==> src/hbf_pkg.sv <==
// Constants, offsets and types shared by the byte framer files.
// Assumes one 100 MHz clock and a host on a plain strobe port.
// Overview of operation
// - Frame is flag, data, two checksums, flag.
// - Flag symbol is byte 7e.
// - Receiver treats over six ones as abort.
// - Transmitter sends flags while no frame is pending.
// - Transmitter inserts zero after five ones.
// - Receiver deletes zero following five ones.
// - Sixteen bit checksum over unstuffed frame content.
// - Checksum bytes follow last data, then flag.
// - One flag may close and open frames.
// - Framer off after reset, needs parallel select.
// - Ready flag set; host writes bytes in order.
// - Transmit ready raises interrupt when enabled.
// - No byte supplied: close frame, set end flag.
// - End flag waits eight bits after ready.
// - End flag clears at closing flag start.
// - Receive ready per byte, interrupt when enabled.
// - Both status bits clear means data byte.
// - Good frame sets end bit; checksums precede.
// - Failed frame sets fault; host discards bytes.
// - Fault byte ff means abort, 7e bad checksum.

package hbf_pkg;

    // ------------------------------------------------------------
    // Register port
    // ------------------------------------------------------------
    localparam int ADDR_W = 4;
    localparam int DATA_W = 16;
    localparam logic [3:0] OFF_DATA = 4'h0;
    localparam logic [3:0] OFF_CTRL = 4'h4;
    localparam logic [3:0] OFF_STAT = 4'h5;
    localparam logic [3:0] OFF_FSTAT = 4'h7;
    localparam logic [3:0] OFF_BUFFER_CONTROL_WORD = 4'h8;

    // ------------------------------------------------------------
    // Field positions and reset values
    // ------------------------------------------------------------
    localparam int CTRL_TX_READY_IRQ_ENABLE = 7;
    localparam int CTRL_RX_READY_IRQ_ENABLE = 6;
    localparam int CTRL_PDS = 4;
    localparam int STAT_TXRDY = 7;
    localparam int STAT_RXRDY = 6;
    localparam int FST_TX_FRAME_END_FLAG = 2;
    localparam int FST_EOF = 1;
    localparam int FST_FAULT = 0;
    localparam int BUF_HDLC = 7;
    localparam logic [7:0] CTRL_RST = 8'h00;
    localparam logic [15:0] BUF_RST = 16'h0000;

    // ------------------------------------------------------------
    // Framing symbols and checksum
    // ------------------------------------------------------------
    localparam logic [7:0] FLAG_BYTE = 8'h7e;
    localparam logic [7:0] ABORT_CODE = 8'hff;
    localparam logic [7:0] BADCRC_CODE = 8'h7e;
    localparam logic [15:0] CRC_POLY = 16'h8408;
    localparam logic [15:0] CRC_INIT = 16'hffff;
    localparam logic [15:0] CRC_GOOD = 16'hf0b8;
    localparam logic [2:0] STUFF_RUN = 3'h5;
    localparam logic [2:0] FLAG_RUN = 3'h6;
    localparam logic [2:0] ABORT_RUN = 3'h7;
    localparam logic [2:0] END_BITS = 3'h6;

    // ------------------------------------------------------------
    // Bit timing
    // ------------------------------------------------------------
    localparam int CLK_HZ = 100000000;
    localparam int BIT_BPS = 2400;
    localparam int BIT_CYCLES = CLK_HZ / BIT_BPS;

    typedef enum logic [2:0] {
        TXS_FLAG,
        TXS_BYTE,
        TXS_CRC_LO,
        TXS_CRC_HI,
        TXS_CLOSE
    } hbf_tx_state_t;

endpackage

==> src/hbf_crc16.sv <==
// Reflected 16-bit frame checksum, W bits per update, lsb first.
// Assumes init and en are never needed in the same cycle.
`timescale 1ns/100ps

module hbf_crc16 #(
    parameter int W = 1
) (
    input wire logic clk,
    input wire logic rst_n,
    input wire logic init,
    input wire logic en,
    input wire logic [W-1:0] din,
    output logic [15:0] crc,
    output logic [15:0] crc_next
);

    logic fb;

    always_comb begin
        fb = 1'b0;
        crc_next = crc;
        for (int i = 0; i < W; i++) begin
            fb = crc_next[0] ^ din[i];
            crc_next = {1'b0, crc_next[15:1]}
                ^ (fb ? hbf_pkg::CRC_POLY : 16'h0000);
        end
    end

    always_ff @(posedge clk or negedge rst_n) begin
        if (!rst_n) begin
            crc <= hbf_pkg::CRC_INIT;
        end else if (init) begin
            crc <= hbf_pkg::CRC_INIT;
        end else if (en) begin
            crc <= crc_next;
        end
    end

endmodule // hbf_crc16

==> src/hbf_framer.sv <==
// Byte framer top: host register port, transmit and receive framing.
// Assumes the line bit stream runs at one bit per BIT_DIV clocks,
// with received bits aligned to the same bit tick.
`timescale 1ns/100ps

module hbf_framer #(
    parameter int BIT_DIV = hbf_pkg::BIT_CYCLES
) (
    input wire logic MCLK,
    input wire logic RST_N,
    input wire logic [3:0] ADDR,
    input wire logic [15:0] WDATA,
    input wire logic WR,
    input wire logic RD,
    output logic [15:0] RDATA,
    input wire logic RX_DATA,
    output logic TX_DATA,
    output logic IRQ
);

    localparam int DW = $clog2(BIT_DIV + 1);
    // ------------------------------------------------------------
    // Declarations
    // ------------------------------------------------------------
    logic [DW-1:0] div_cnt_reg;
    logic tick;
    logic [7:0] host_control_reg;
    logic [15:0] buffer_control_word;
    logic framer_en;
    logic tx_tick;
    logic wr_data;
    logic rd_data;
    logic [7:0] hold_reg;
    logic hold_full_reg;
    logic tx_byte_ready_flag;
    logic rx_byte_ready_flag;
    logic tx_ready_irq_enable;
    logic rx_ready_irq_enable;
    logic parallel_data_select;
    hbf_pkg::hbf_tx_state_t tx_state_reg;
    logic [7:0] tx_sh_reg;
    logic [2:0] tx_cnt_reg;
    logic [2:0] tx_ones_reg;
    logic tx_frame_end_flag;
    logic tx_in_content;
    logic tx_stuff;
    logic tx_byte_end;
    logic load_hold;
    logic tx_crc_init;
    logic tx_crc_en;
    logic [15:0] tx_crc;
    logic [15:0] tx_crc_next;
    logic rx_bit;
    logic rx_tick;
    logic rx_in_frame_reg;
    logic rx_got_byte_reg;
    logic [7:0] rx_sh_reg;
    logic [2:0] rx_cnt_reg;
    logic [2:0] rx_ones_reg;
    logic [2:0] rx_ones_inc;
    logic rx_flag;
    logic rx_abort;
    logic rx_stuff;
    logic rx_shift;
    logic rx_byte_done;
    logic [7:0] rx_shift_val;
    logic rx_frame_end;
    logic rx_abort_rep;
    logic rx_good;
    logic rx_deliver;
    logic [7:0] rx_deliv_byte;
    logic rx_deliv_eof;
    logic rx_deliv_fault;
    logic [7:0] rx_buf_reg;
    logic rx_eof_reg;
    logic rx_frame_fault_flag;
    logic [15:0] rx_crc;
    logic [7:0] host_status_reg;
    logic [7:0] framing_status_reg;

    // ------------------------------------------------------------
    // Bit tick
    // ------------------------------------------------------------
    assign tick = (div_cnt_reg == DW'(BIT_DIV - 1));

    always_ff @(posedge MCLK or negedge RST_N) begin
        if (!RST_N) begin
            div_cnt_reg <= '0;
        end else if (tick) begin
            div_cnt_reg <= '0;
        end else begin
            div_cnt_reg <= div_cnt_reg + DW'(1);
        end
    end

    // ------------------------------------------------------------
    // Host registers
    // ------------------------------------------------------------
    assign wr_data = WR && (ADDR == hbf_pkg::OFF_DATA);
    assign rd_data = RD && (ADDR == hbf_pkg::OFF_DATA);
    assign tx_ready_irq_enable = host_control_reg[hbf_pkg::CTRL_TX_READY_IRQ_ENABLE];
    assign rx_ready_irq_enable = host_control_reg[hbf_pkg::CTRL_RX_READY_IRQ_ENABLE];
    assign parallel_data_select = host_control_reg[hbf_pkg::CTRL_PDS];
    // Framing runs only in parallel mode; reset clears both enables
    assign framer_en = buffer_control_word[hbf_pkg::BUF_HDLC]
        && parallel_data_select;

    always_ff @(posedge MCLK or negedge RST_N) begin
        if (!RST_N) begin
            host_control_reg <= hbf_pkg::CTRL_RST;
            buffer_control_word <= hbf_pkg::BUF_RST;
        end else if (WR) begin
            if (ADDR == hbf_pkg::OFF_CTRL) begin
                host_control_reg <= WDATA[7:0];
            end
            if (ADDR == hbf_pkg::OFF_BUFFER_CONTROL_WORD) begin
                buffer_control_word <= WDATA;
            end
        end
    end

    always_comb begin
        host_status_reg = 8'h00;
        host_status_reg[hbf_pkg::STAT_TXRDY] = tx_byte_ready_flag;
        host_status_reg[hbf_pkg::STAT_RXRDY] = rx_byte_ready_flag;
        framing_status_reg = 8'h00;
        framing_status_reg[hbf_pkg::FST_TX_FRAME_END_FLAG] = tx_frame_end_flag;
        framing_status_reg[hbf_pkg::FST_EOF] = rx_eof_reg;
        framing_status_reg[hbf_pkg::FST_FAULT] = rx_frame_fault_flag;
    end

    always_ff @(posedge MCLK or negedge RST_N) begin
        if (!RST_N) begin
            RDATA <= 16'h0000;
        end else if (RD) begin
            unique case (ADDR)
                hbf_pkg::OFF_DATA: RDATA <= {8'h00, rx_buf_reg};
                hbf_pkg::OFF_CTRL: RDATA <= {8'h00, host_control_reg};
                hbf_pkg::OFF_STAT: RDATA <= {8'h00, host_status_reg};
                hbf_pkg::OFF_FSTAT: RDATA <= {8'h00, framing_status_reg};
                hbf_pkg::OFF_BUFFER_CONTROL_WORD: RDATA <= buffer_control_word;
                default: RDATA <= 16'h0000;
            endcase
        end
    end

    // Level interrupt; it drops as soon as the host services the flag
    assign IRQ = (tx_ready_irq_enable && tx_byte_ready_flag)
        || (rx_ready_irq_enable && rx_byte_ready_flag);

    // ------------------------------------------------------------
    // Transmit holding byte
    // ------------------------------------------------------------
    assign tx_byte_ready_flag = framer_en && !hold_full_reg;

    // A write in the cycle the shifter takes the byte refills the holder
    always_ff @(posedge MCLK or negedge RST_N) begin
        if (!RST_N) begin
            hold_reg <= 8'h00;
            hold_full_reg <= 1'b0;
        end else if (wr_data && framer_en) begin
            hold_reg <= WDATA[7:0];
            hold_full_reg <= 1'b1;
        end else if (load_hold || !framer_en) begin
            hold_full_reg <= 1'b0;
        end
    end

    // ------------------------------------------------------------
    // Transmit shifter
    // ------------------------------------------------------------
    assign tx_tick = tick && framer_en;
    assign tx_in_content = (tx_state_reg == hbf_pkg::TXS_BYTE)
        || (tx_state_reg == hbf_pkg::TXS_CRC_LO)
        || (tx_state_reg == hbf_pkg::TXS_CRC_HI);
    // Five ones at the end of the checksum still need their zero
    assign tx_stuff = (tx_in_content || (tx_cnt_reg == 3'h0
        && tx_state_reg == hbf_pkg::TXS_CLOSE))
        && (tx_ones_reg == hbf_pkg::STUFF_RUN);
    assign tx_byte_end = tx_tick && !tx_stuff && (tx_cnt_reg == 3'h7);
    assign load_hold = tx_byte_end && hold_full_reg
        && (tx_state_reg == hbf_pkg::TXS_FLAG
        || tx_state_reg == hbf_pkg::TXS_CLOSE
        || tx_state_reg == hbf_pkg::TXS_BYTE);
    assign tx_crc_init = load_hold
        && (tx_state_reg != hbf_pkg::TXS_BYTE);
    assign tx_crc_en = tx_tick && !tx_stuff
        && (tx_state_reg == hbf_pkg::TXS_BYTE);

    hbf_crc16 #(
        .W(1)
    ) u_tx_crc (
        .clk(MCLK),
        .rst_n(RST_N),
        .init(tx_crc_init),
        .en(tx_crc_en),
        .din(tx_sh_reg[0]),
        .crc(tx_crc),
        .crc_next(tx_crc_next)
    );

    always_ff @(posedge MCLK or negedge RST_N) begin
        if (!RST_N) begin
            TX_DATA <= 1'b1;
            tx_ones_reg <= 3'h0;
        end else if (!framer_en) begin
            TX_DATA <= 1'b1;
            tx_ones_reg <= 3'h0;
        end else if (tx_tick && tx_stuff) begin
            TX_DATA <= 1'b0;
            tx_ones_reg <= 3'h0;
        end else if (tx_tick) begin
            TX_DATA <= tx_sh_reg[0];
            if (tx_in_content && tx_sh_reg[0]) begin
                tx_ones_reg <= tx_ones_reg + 3'h1;
            end else begin
                tx_ones_reg <= 3'h0;
            end
        end
    end

    always_ff @(posedge MCLK or negedge RST_N) begin
        if (!RST_N) begin
            tx_state_reg <= hbf_pkg::TXS_FLAG;
            tx_sh_reg <= hbf_pkg::FLAG_BYTE;
            tx_cnt_reg <= 3'h0;
        end else if (!framer_en) begin
            tx_state_reg <= hbf_pkg::TXS_FLAG;
            tx_sh_reg <= hbf_pkg::FLAG_BYTE;
            tx_cnt_reg <= 3'h0;
        end else if (tx_byte_end) begin
            tx_cnt_reg <= 3'h0;
            unique case (tx_state_reg)
                hbf_pkg::TXS_FLAG, hbf_pkg::TXS_CLOSE: begin
                    if (hold_full_reg) begin
                        tx_sh_reg <= hold_reg;
                        tx_state_reg <= hbf_pkg::TXS_BYTE;
                    end else begin
                        tx_sh_reg <= hbf_pkg::FLAG_BYTE;
                        tx_state_reg <= hbf_pkg::TXS_FLAG;
                    end
                end
                hbf_pkg::TXS_BYTE: begin
                    if (hold_full_reg) begin
                        tx_sh_reg <= hold_reg;
                    end else begin
                        // Next value already holds this byte's last bit
                        tx_sh_reg <= ~tx_crc_next[7:0];
                        tx_state_reg <= hbf_pkg::TXS_CRC_LO;
                    end
                end
                hbf_pkg::TXS_CRC_LO: begin
                    tx_sh_reg <= ~tx_crc[15:8];
                    tx_state_reg <= hbf_pkg::TXS_CRC_HI;
                end
                hbf_pkg::TXS_CRC_HI: begin
                    tx_sh_reg <= hbf_pkg::FLAG_BYTE;
                    tx_state_reg <= hbf_pkg::TXS_CLOSE;
                end
            endcase
        end else if (tx_tick && !tx_stuff) begin
            tx_sh_reg <= {1'b0, tx_sh_reg[7:1]};
            tx_cnt_reg <= tx_cnt_reg + 3'h1;
        end
    end

    // The closing decision falls at the end of a byte whose loading set
    // the ready flag, so at least eight bit times lie in between
    always_ff @(posedge MCLK or negedge RST_N) begin
        if (!RST_N) begin
            tx_frame_end_flag <= 1'b0;
        end else if (!framer_en) begin
            tx_frame_end_flag <= 1'b0;
        end else if (tx_byte_end && !hold_full_reg
            && tx_state_reg == hbf_pkg::TXS_BYTE) begin
            tx_frame_end_flag <= 1'b1;
        end else if (tx_byte_end && tx_state_reg == hbf_pkg::TXS_CRC_HI) begin
            tx_frame_end_flag <= 1'b0;
        end
    end

    // ------------------------------------------------------------
    // Receive bit classification
    // ------------------------------------------------------------
    hbf_sync2 u_rx_sync (
        .clk(MCLK),
        .rst_n(RST_N),
        .d(RX_DATA),
        .q(rx_bit)
    );

    assign rx_tick = tick && framer_en;

    always_comb begin
        rx_ones_inc = (rx_ones_reg == hbf_pkg::ABORT_RUN)
            ? hbf_pkg::ABORT_RUN : rx_ones_reg + 3'h1;
        rx_abort = rx_tick && rx_bit
            && (rx_ones_reg == hbf_pkg::FLAG_RUN);
        rx_flag = rx_tick && !rx_bit
            && (rx_ones_reg == hbf_pkg::FLAG_RUN);
        rx_stuff = rx_tick && !rx_bit
            && (rx_ones_reg == hbf_pkg::STUFF_RUN);
        if (rx_bit) begin
            rx_shift = rx_tick && rx_in_frame_reg
                && (rx_ones_inc < hbf_pkg::FLAG_RUN);
        end else begin
            rx_shift = rx_tick && rx_in_frame_reg && !rx_flag && !rx_stuff;
        end
        rx_shift_val = {rx_bit, rx_sh_reg[7:1]};
        rx_byte_done = rx_shift && (rx_cnt_reg == 3'h7);
        rx_frame_end = rx_flag && rx_in_frame_reg && rx_got_byte_reg;
        rx_abort_rep = rx_abort && rx_in_frame_reg && rx_got_byte_reg;
        // Flag start bits sit in the shifter when the frame closes aligned
        rx_good = (rx_cnt_reg == hbf_pkg::END_BITS)
            && (rx_crc == hbf_pkg::CRC_GOOD);
        rx_deliver = rx_byte_done || rx_frame_end || rx_abort_rep;
        rx_deliv_byte = rx_shift_val;
        rx_deliv_eof = 1'b0;
        rx_deliv_fault = 1'b0;
        if (rx_abort_rep) begin
            rx_deliv_byte = hbf_pkg::ABORT_CODE;
            rx_deliv_fault = 1'b1;
        end else if (rx_frame_end && rx_good) begin
            rx_deliv_byte = hbf_pkg::FLAG_BYTE;
            rx_deliv_eof = 1'b1;
        end else if (rx_frame_end) begin
            rx_deliv_byte = hbf_pkg::BADCRC_CODE;
            rx_deliv_fault = 1'b1;
        end
    end

    hbf_crc16 #(
        .W(8)
    ) u_rx_crc (
        .clk(MCLK),
        .rst_n(RST_N),
        .init(rx_flag),
        .en(rx_byte_done),
        .din(rx_shift_val),
        .crc(rx_crc),
        .crc_next()
    );

    // ------------------------------------------------------------
    // Receive framing state
    // ------------------------------------------------------------
    always_ff @(posedge MCLK or negedge RST_N) begin
        if (!RST_N) begin
            rx_ones_reg <= 3'h0;
            rx_in_frame_reg <= 1'b0;
            rx_got_byte_reg <= 1'b0;
            rx_cnt_reg <= 3'h0;
            rx_sh_reg <= 8'h00;
        end else if (!framer_en) begin
            rx_ones_reg <= 3'h0;
            rx_in_frame_reg <= 1'b0;
            rx_got_byte_reg <= 1'b0;
            rx_cnt_reg <= 3'h0;
        end else if (rx_tick) begin
            rx_ones_reg <= rx_bit ? rx_ones_inc : 3'h0;
            if (rx_flag) begin
                // Any flag opens a frame, so a shared flag works
                rx_in_frame_reg <= 1'b1;
                rx_got_byte_reg <= 1'b0;
                rx_cnt_reg <= 3'h0;
            end else if (rx_abort) begin
                rx_in_frame_reg <= 1'b0;
                rx_got_byte_reg <= 1'b0;
            end else if (rx_shift) begin
                rx_sh_reg <= rx_shift_val;
                rx_cnt_reg <= rx_cnt_reg + 3'h1;
                if (rx_byte_done) begin
                    rx_got_byte_reg <= 1'b1;
                end
            end
        end
    end

    // ------------------------------------------------------------
    // Receive byte hand-off to host
    // ------------------------------------------------------------
    // No buffering: a byte left unread is overwritten by the next one
    always_ff @(posedge MCLK or negedge RST_N) begin
        if (!RST_N) begin
            rx_buf_reg <= 8'h00;
            rx_eof_reg <= 1'b0;
            rx_frame_fault_flag <= 1'b0;
        end else if (rx_deliver) begin
            rx_buf_reg <= rx_deliv_byte;
            rx_eof_reg <= rx_deliv_eof;
            rx_frame_fault_flag <= rx_deliv_fault;
        end
    end

    // A byte arriving in the cycle of the data read keeps the flag set
    always_ff @(posedge MCLK or negedge RST_N) begin
        if (!RST_N) begin
            rx_byte_ready_flag <= 1'b0;
        end else if (rx_deliver) begin
            rx_byte_ready_flag <= 1'b1;
        end else if (rd_data) begin
            rx_byte_ready_flag <= 1'b0;
        end
    end

endmodule // hbf_framer

==> src/hbf_sync2.sv <==
// Two flip-flop synchroniser for one asynchronous level.
// Assumes the level is slow against the clock.
`timescale 1ns/100ps

module hbf_sync2 (
    input wire logic clk,
    input wire logic rst_n,
    input wire logic d,
    output logic q
);

    logic meta_reg;

    always_ff @(posedge clk or negedge rst_n) begin
        if (!rst_n) begin
            meta_reg <= 1'b1;
            q <= 1'b1;
        end else begin
            meta_reg <= d;
            q <= meta_reg;
        end
    end

endmodule // hbf_sync2

==> config.mk <==
export PLATFORM = sky130hd
export DESIGN_NAME = hbf_framer
export DESIGN_NICKNAME = d
export VERILOG_FILES = /design/src/hbf_pkg.sv /design/src/hbf_crc16.sv /design/src/hbf_framer.sv /design/src/hbf_sync2.sv
export SDC_FILE = /design/constraint.sdc
export NUM_CORES = 1
export LEC_CHECK = 0
export BUFFER_PORTS_ARGS = -buffer_cell sky130_fd_sc_hd__buf_2
export CORE_UTILIZATION = 40
export CTS_BUF_LIST = sky130_fd_sc_hd__clkbuf_8
export DETAILED_ROUTE_END_ITERATION = 6
export GPL_TIMING_DRIVEN = 0
export PLACE_DENSITY_LB_ADDON = 0.2
export SLEW_MARGIN = 5
export SYNTH_ARGS = -nofsm -noshare
export SYNTH_HDL_FRONTEND = slang
export SYNTH_SLANG_ARGS = --single-unit
==> constraint.sdc <==
create_clock -name MCLK -period 2.5 [get_ports MCLK]
set_input_delay 0.25 -clock MCLK [delete_from_list [all_inputs] [get_ports MCLK]]
set_output_delay 0.25 -clock MCLK [all_outputs]
set_load 0.01 [all_outputs]
; ---- After elaboration in Yosys (flattened, before gate mapping)
; Cells that the tools add are included.
[totals]
output_inout_bits = 18
input_bits = 25
register_bits = 145
[op_classes]
bitwise = 22
n_reduce_logical = 67
muxes = 71
n_addsub = 5
order_cmp = 1
eq_ne = 29
[op_table]
columns = cell, n
row1 = 16-bit 2-to-1 mux, 14
row2 = 15-bit by 16-bit bitwise XOR with 16-bit output, 9
row3 = 16-bit case mux with 5 select lines, 1
row4 = 8-bit 2-to-1 mux, 8
row5 = 3-bit 2-to-1 mux, 19
row6 = 1-bit logical AND, 37
row7 = "16-bit equality test, second input constant", 2
row8 = 8-bit case mux with 4 select lines, 1
row9 = 1-bit 2-to-1 mux, 27
row10 = "3-bit equality test, second input constant", 8
row11 = "3-bit by 1-bit inequality test with 1-bit output, second input constant", 6
row12 = "16-bit by 1-bit adder with 16-bit output, second input constant", 1
row13 = 8-bit NOT, 2
row14 = "3-bit by 1-bit adder with 3-bit output, second input constant", 4
row15 = "4-bit by 3-bit equality test with 1-bit output, second input constant", 3
row16 = 3-bit case mux with 4 select lines, 1
row17 = 1-bit logical OR, 9
row18 = 1-bit bitwise XOR, 9
row19 = "4-bit by 1-bit inequality test with 1-bit output, second input constant", 2
row20 = 2-bit AND reduction, 4
row21 = 2-bit nonzero test, 4
row22 = "3-bit by 2-bit equality test with 1-bit output, second input constant", 2
row23 = 1-bit logical NOT, 6
row24 = 3-bit logical NOT, 2
row25 = other kinds (10), 14

; ---- Longest topological paths before layout
; Gate-level depths: netlist of the first run.
[depth]
ltp_word = 26
ltp_mapped = 9
mapped_depth_nobuf = 7

; ---- Hierarchy
; From an unflattened synthesis of the first run, not the netlist that was laid out.
[hier_totals]
hier_cells = 684
area_unflattened_um2 = 7508.5
[modules_own_cells]
columns = mod, area_each_um2, cells_each, n_inst
row1 = hbf_framer, 5535.3, 525, 1
row2 = hbf_crc16 at u_rx_crc, 1072.3, 87, 1
row3 = hbf_crc16 at u_tx_crc, 848.3, 70, 1
row4 = hbf_sync2, 52.6, 2, 1

; ---- Least setup slack after synthesis of the first run
; Ideal clock, no wire load.
[synth_timing]
path_kind = register to register
start = register rx_ones_reg[0]
end = register rx_sh_reg[4]
path_buffers = 2
t_required_ps = 2375
setup_time_ps = 125
path_stages_with_launch = 9
arrival_ps = 2049
slack_ps = 326
synth_period_minus_slack_ps = 2174
cell_sequence = dfrtp_1 -> inv_1 -> ha_1 -> nor2b_1 -> o21ai_0 -> or4_1 -> buf_2 -> buf_6 -> mux2_4
[synth_between]
elab_chain_len = 7
[synth_lines]
columns = element, line_no
row1 = start: declaration, hbf_framer.sv:59  ; logic [2:0] rx_ones_reg;
row2 = start signal: assignment, hbf_framer.sv:360  ; rx_ones_reg <= rx_bit ? rx_ones_inc : 3'h0;
row3 = "parallel branches: the longest is 6 deep, another holds 3-bit by 1-bit adder with 3-bit output", --
row4 = 5-bit AND reduction (no source line) (*), --
row5 = end signal: assignment, hbf_framer.sv:370  ; rx_sh_reg <= rx_shift_val;
row6 = end: declaration, hbf_framer.sv:57  ; logic [7:0] rx_sh_reg;
; Mark *: on every way between the ends.
; A chain may end at the register's enable or synchronous reset.

; ---- Final worst setup path of the first run
[layout_timing]
start = register div_cnt_reg[4]
end = register u_tx_crc.crc[8]
[layout_between]
elab_chain_len = 8
[layout_lines]
columns = element, line_no
row1 = start: declaration, hbf_framer.sv:25  ; logic [DW-1:0] div_cnt_reg;
row2 = start signal: assignment, hbf_framer.sv:92  ; div_cnt_reg <= div_cnt_reg + DW'(1);
row3 = 16-bit equality test (*), hbf_framer.sv:84  ; assign tick = (div_cnt_reg == DW'(BIT_DIV - 1));
row4 = 1-bit logical AND (*), hbf_framer.sv:172  ; assign tx_tick = tick && framer_en;
row5 = 1-bit logical AND (*), "hbf_framer.sv:180, hbf_framer.sv:187"
row6 = 1-bit logical AND, hbf_framer.sv:180  ; assign tx_byte_end = tx_tick && !tx_stuff && (tx_cnt_reg == 3'h7);
row7 = 1-bit logical AND, hbf_framer.sv:181  ; assign load_hold = tx_byte_end && hold_full_reg
row8 = 1-bit logical AND, hbf_framer.sv:182  ; && (tx_state_reg == hbf_pkg::TXS_FLAG
row9 = 1-bit logical AND, hbf_framer.sv:186  ; && (tx_state_reg != hbf_pkg::TXS_BYTE);
row10 = 16-bit 2-to-1 mux / 2-bit nonzero test (equally long branches), --
row11 = end signal: assignment, hbf_crc16.sv:31  ; crc <= hbf_pkg::CRC_INIT;
row12 = end signal: assignment, hbf_crc16.sv:33  ; crc <= hbf_pkg::CRC_INIT;
row13 = end signal: assignment, hbf_crc16.sv:35  ; crc <= crc_next;
row14 = end: declaration, hbf_crc16.sv:13  ; output logic [15:0] crc,
; Every way passes the cells marked *; elsewhere a longest branch is shown, timed or not.

==> metrics.cfg, run 1 <==
[sta]
fmax_mhz=423.9
rsz0062_at_grt=no
clock_skew_ns=0.01534
tightest_slew_ns=0.7720
setup_viol=0
relSlewSlack=0.4840
period_share=0.9435
hold_violations=0
min_period_ns=2.359
drv_slew=0

[routing]
wl_per_cell_um=16.35
drcViolationCount=0
routed_wirelength_um=15890
firstDrtPassIters=4
drtAntennaViolNets=0
viasPerCell=5.315
drt_iter0_drc=400
vias=5166

[cts]
cts_sinks=144
clkTransAtPathRegs_ns=0.08
post_cts.repair.setup_buffers=0
cts_buffer_depth=2
cts_buffers=17
root_buffer=clkbuf_8
clk_latency_ns=0.45
cts_tree=yes
htree_num_levels=4

[setup_path]
crit_fanout=10
r2r_cells=7
arrival_ns=2.72
rr_startpoint=div_cnt_reg[4]
criticalPathCategory=reg -> reg
reg2reg_slack_ns=0.14
critPathLaunchType=flop
required_ns=2.87
r2r_end=u_tx_crc.crc[8]
cp-end-kind=flop

[power_and_ir_drop]
peakVddDrop_v=0.0003245
leakage_nw=3.610
p_sw_mw=1.181
power_mw=4.894
clockPowerShare=0.414
power_density_mw_per_mm2=608.9
switching_share=0.2413
pwr-share-comb=0.071
seq_power_share=0.515
internal-power_mw=3.714

[logic_synthesis]
synthMostInstantiatedCell=dfrtp_1
synth_area_leaders=dfrtp_1 (37%), dfstp_2 (15%), mux2_2 (5.1%), nand2_1 (4.3%), xnor2_1 (3.6%)
syn_inst=672
yosysWarningCount=0
synthTopCellsByCount=dfrtp_1 (103), nand2_1 (81), nand3_1 (47), dfstp_2 (41), clkbuf_1 (33)
synthArstFlopShare=1.000
synth_flop_cell=dfrtp_1
ys_seq_area_frac=0.5183
synth_top_area_cell=dfrtp_1
synth_area_mm2=0.007052
yosys_register_bits=144
synth-edff-count=0
syn_avg_cell_area_um2=10.49
synth_nets=710
synth_top_area_frac=0.3655
synth_cell_type_count=65

[floorplan]
ios=43
coreArea_mm2=0.01724
start_util=0.4091
dieArea_mm2=0.01816
rows=48
die_w_um=134.8
die_y_um=134.8

[placed_design]
gp_congestion=0.8767
place_area_mm2=0.007567
dp_hpwl_um=11480
port_buffers=40

[finish]
fin_nets=772
design_area_mm2=0.008038
drive_above_1_share=0.2303
antenna_cells=0
area_growth_pct=13.98

[min_path]
min_path_type=in -> reg
min-delay-start=WDATA[14]
whs_endpoint=buffer_control_word[14]
hold-path-cell-count=2

[flow_run]
cap_violations=0

[global_route]
grt_pass1_vias=5121
antenna_found_initial=0
grtUsageTotal=0.1894
grt_pass1_wl_um=26810
grt-ovfl-total=0
grt_max_degree=83

[status]
outcome=finished, final reports clean

-- power by group through the flow --
stage | Combinational, mW | Sequential [mW] | Clock, mW
after CTS | 0.355 | 2.52 | 2.09
final | 0.346 | 2.52 | 2.03
after global placement | 0.333 | 2.56 | 0
after floorplan | 0.203 | 2.54 | 0
after global routing | 0.389 | 2.53 | 2.19
after detailed placement | 0.351 | 2.56 | 0
-- how the worst max path moves through the flow --
stage | startpoint | endpoint | slack, ns | cells after the start
global route | div_cnt_reg[4] | u_tx_crc.crc[8] | 0.003 | 7
global placement | RST_N | hold_reg[5] | -0.83 | 1
finish | div_cnt_reg[4] | u_tx_crc.crc[8] | 0.14 | 7
detailed placement | rx_ones_reg[0] | u_rx_crc.crc[10] | 0.005 | 9
floorplan | rx_ones_reg[0] | rx_sh_reg[4] | 0.33 | 8
CTS | rx_ones_reg[0] | u_rx_crc.crc[10] | 0.002 | 9
-- through the flow --
step / hold WS [ns] / instances / utilization / worst slack (ns) / TNS, ns
after floorplan: -0.04559 / 672 / - / 0.3260 / 0
after global placement: 0.3471 / 937 / 0.4371 / -0.8286 / -84.79
after detailed placement: 0.2881 / 938 / 0.4390 / 0.005167 / 0
after CTS: 0.005156 / 972 / 0.4657 / 0.001630 / 0
after global routing: 0.00001860 / 972 / 0.4663 / 0.003386 / 0
final: 0.03197 / 972 / 0.4663 / 0.1411 / 0
-- critical path: stages, from the launching register on --
cell     delay, ns
dfrtp_1       0.42
nor4b_2       0.38
nand4_2       0.26
or4b_1        0.60
buf_2         0.22
buf_6         0.17
mux2i_1       0.15
nand2_1       0.08
-- cells in the final DEF, fill, tap and decap left out, types with 12 or more instances in the layout --
cell / count
mux2i_1: 21
o211ai_1: 15
xor2_1: 12
dfstp_2: 41
mux2_2: 32
nor2_1: 29
xnor2_1: 29
nand3_1: 47
nand2_1: 81
clkbuf_1: 28
ha_1: 13
clkbuf_8: 18
inv_1: 31
a21oi_1: 24
buf_2: 46
dfrtp_1: 103
o21ai_0: 28
-- timing repair --
action,4_1_cts,5_1_grt
hold buffers,2,0
gates resized for setup,0,13
hold endpoints to repair,37,0
endpoints found under the setup margin,0,36
-- cell families (layout without fill, tap and decap cells) --
kind of cell / after synthesis / after routing / synth area share
and+or+nand+nor: 225 / 225 / 0.1648
DFF: 144 / 144 / 0.5183
AOI/OAI and AO/OA: 116 / 116 / 0.1075
buffers and inverters: 74 / 149 / 0.04276
muxes: 59 / 59 / 0.09262
xor gates and xnor gates: 41 / 41 / 0.05092
adders and majority gates: 13 / 13 / 0.02307
-- area by class of cell --
class                   instances  area, um2
clock inverters                14      191.4
well taps                     225      281.5
inverters                      30      112.6
multi-input cells             454       3100
flip-flops and latches        144       3655
fillers                      1644       9199
clock buffers                  18      247.7
plain buffers                  44      195.2
repair buffers                 43      254.0
-- layer usage --
metal,share of wire,routed length [um],GRT usage,vias up
met4,0.011,182,0.05805,0
met1,0.49,7768,0.2630,2563
met3,0.035,552,0.04054,10
met2,0.46,7387,0.2961,96
met5,0,0,0,-
li1,-,-,-,2497
(Power assumes the default switching activity.)
==> run 2: changes to the inputs <==
- BUFFER_PORTS_ARGS: -buffer_cell sky130_fd_sc_hd__buf_2 -> unset
- DONT_BUFFER_PORTS: unset -> 1
- clock period: 2.5 -> 2.85 ns (I/O delays scaled with it)
==> run 2 against run 1 <==
  * Worst hold slack worse by 0.49 ns
  * Highest routed layer unchanged
  * The run now ends with hold timing left
  * Cell area decreased by 1.2%
  * Global-route usage is 0.52 points lower
  * Routed wire length down 0.25%
  * Clock skew shrank 0.0057 ns
  * Core utilization decreased by 0.58 points
  * Sequential cell count unchanged
  * Clock power is 13% lower
  * Register-to-register slack better by 0.18 ns
==> metrics.cfg, run 2 (synthesis results as in run 1) <==
[status]
outcome=finished, violations left  ; was finished, final reports clean
failed_checks=hold timing

[finish]
layout_common_cells=dfrtp_1 (103), nand2_1 (81), nand3_1 (47), dfstp_2 (41), clkbuf_1 (33)  ; was dfrtp_1 (103), nand2_1 (81), nand3_1 (47), buf_2 (46), dfstp_2 (41)
final_common_cell=dfrtp_1  ; unchanged
fin_nets=746  ; was 772
area_growth_pct=12.56  ; was 13.98%
drive_above_1_share=0.1706  ; was 0.2303
n_fill_cell=1615  ; was 1644
design_area_mm2=0.007938  ; was 0.008038 mm2
post-route-util=0.4605  ; was 0.4663
antenna_cells=0  ; unchanged

[sta]
relSlewSlack=0.4555  ; was 0.4840
period_share=0.8860  ; was 0.9435
fmax_mhz=396.0  ; was 423.9 MHz
finalWorstSetupSlack_ns=0.3248  ; was 0.1411 ns
setup_viol=0  ; unchanged
min_period_ns=2.525  ; was 2.359 ns
clock_skew_ns=0.009594  ; was 0.01534 ns
rsz0062_at_grt=no  ; unchanged
fin_hold_ws_ns=-0.4546  ; was 0.03197 ns
hold_violations=144  ; was 0
drv_slew=0  ; unchanged
tightest_slew_ns=0.8146  ; was 0.7720 ns
setup_tns_ns=0  ; unchanged

[cts]
root_buffer=clkbuf_8  ; unchanged
hold_buffers=17  ; was 2
clkTransAtPathRegs_ns=0.07  ; was 0.08 ns
clk_latency_ns=0.45  ; about the same
cts_sinks=144  ; unchanged
cts_resized=0  ; unchanged
htree_num_levels=4  ; unchanged
cts_buffer_depth=2  ; unchanged
cts_tree=yes  ; unchanged
cts_buffers=17  ; unchanged

[floorplan]
die_w_um=134.8  ; unchanged
dieArea_mm2=0.01816  ; unchanged
rows=48  ; unchanged
start_util=0.4091  ; unchanged
coreArea_mm2=0.01724  ; unchanged
die_y_um=134.8  ; unchanged
ios=43  ; unchanged

[setup_path]
critPathLaunchType=flop  ; unchanged
rr_startpoint=rx_ones_reg[0]  ; was div_cnt_reg[4]
criticalPathCategory=reg -> reg  ; unchanged
cp_slowest_cell=o21ai_0  ; was or4b_1
cpMostUsedCell=clkbuf_1
crit_family=compound AO/OA/AOI/OAI gates  ; was simple AND/OR/NAND/NOR gates
crit_fanout=10  ; unchanged
required_ns=3.21  ; was 2.87 ns
path_cells=inv_1 > ha_1 > nor2b_1 > o21ai_0 > or3_1 > clkbuf_1 > clkbuf_1 > nand2_1 > a2bb2oi_1  ; was nor4b_2 > nand4_2 > or4b_1 > buf_2 > buf_6 > mux2i_1 > nand2_1
cp.buffers_inverters=3  ; was 2
slowest_delay_ns=0.44  ; was 0.60 ns
cp-end-kind=flop  ; unchanged
r2r_end=u_rx_crc.crc[10]  ; was u_tx_crc.crc[8]
arrival_ns=2.88  ; was 2.72 ns
reg2reg_slack_ns=0.32  ; was 0.14 ns
r2r_cells=9  ; was 7

[routing]
vias=5074  ; was 5166
drcViolationCount=0  ; unchanged
wl_per_cell_um=16.76  ; was 16.35 um
routed_wirelength_um=15850  ; was 15890 um
firstDrtPassIters=5  ; was 4
viasPerCell=5.364  ; was 5.315
drt_iter0_drc=477  ; was 400
drtAntennaViolNets=0  ; unchanged

[placed_design]
pre_cts_ws_ns=0.3191  ; was 0.005167 ns
port_buffers=0  ; was 40
place_area_mm2=0.007333  ; was 0.007567 mm2
dp_hpwl_um=11070  ; was 11480 um
gp_congestion=0.8264  ; was 0.8767

[power_and_ir_drop]
peakVddDrop_v=0.0002959  ; was 0.0003245 V
power_mw=4.225  ; was 4.894 mW
power_density_mw_per_mm2=532.3  ; was 608.9 mW/mm2
leakage_nw=3.462  ; was 3.610 nW

[global_route]
grt-ovfl-total=0  ; unchanged
grtUsageTotal=0.1842  ; was 0.1894
antenna_found_initial=0  ; unchanged
grt_pass1_vias=4980  ; was 5121
grt_pass1_wl_um=25900  ; was 26810 um
grt_max_degree=145  ; was 83

[min_path]
min_path_type=in -> async  ; was in -> reg

[flow_run]
cap_violations=0  ; unchanged

==> run 2: changes by cell type in the layout (fill, tap and decap cells not counted), sizes merged <==
cell and delta:
buf -41, clkbuf +1, dlygate4sd3 +15, inv -1
==> run 2: final cells by class <==
type                       count  area [um2]  area share
inverter                      30       112.6     0.01419
sequential                   144        3655      0.4604
buffer                        44       188.9     0.02380
clock buffer                  19       261.5     0.03294
tap                          225       281.5     0.03547
multi-input combinational    454        3095      0.3900
timing repair buffer          17       170.2     0.02144
clock inverter                13       172.7     0.02175
==> run 2: what timing repair did <==
action / 4_1_cts / 5_1_grt
setup endpoints to repair: 0 / 0
setup buffers: 0 / 0
hold endpoints to repair: 177 / 144
==> run 2: power breakdown <==
group,internal [mW],switching (mW)
logic,0.121,0.130
clock network,0.988,0.769
registers,2.15,0.0660
==> run 2: stage by stage <==
stage          instances  hold slack [ns]
2_1_floorplan        672         -0.01059
3_3_place_gp         897         0.001238
5_1_grt              946          -0.5025
4_1_cts              946          -0.5103
3_5_place_dp         897       -0.0001225
6_report             946          -0.4546
==> run 2: worst max-delay path by stage <==
| stage | slack (ns) | from | depth (start not counted) | endpoint |
|---|---|---|---|---|
| global placement | 0.42 | rx_ones_reg[0] | 9 | u_rx_crc.crc[8] |
| CTS | 0.29 | rx_ones_reg[0] | 9 | u_rx_crc.crc[10] |
| global route | 0.11 | rx_ones_reg[0] | 9 | u_rx_crc.crc[10] |
| finish | 0.32 | rx_ones_reg[0] | 9 | u_rx_crc.crc[10] |
| detailed placement | 0.32 | rx_ones_reg[0] | 9 | u_rx_crc.crc[10] |
| floorplan | 0.68 | rx_ones_reg[0] | 8 | rx_sh_reg[4] |
==> run 2: worst register-to-register path: stages (launching register included) <==
cell,delay (ns)
dfrtp_1,0.43
inv_1,0.06
ha_1,0.32
nor2b_1,0.13
o21ai_0,0.44
or3_1,0.19
clkbuf_1,0.16
clkbuf_1,0.37
nand2_1,0.17
a2bb2oi_1,0.17
==> run 2: layer usage <==
metal	global-route usage	vias up	share of wire
li1	-	2431	-
met1	0.2448	2508	0.47
met2	0.2884	114	0.47
met3	0.04580	21	0.046
met4	0.07241	0	0.016
met5	0	-	0
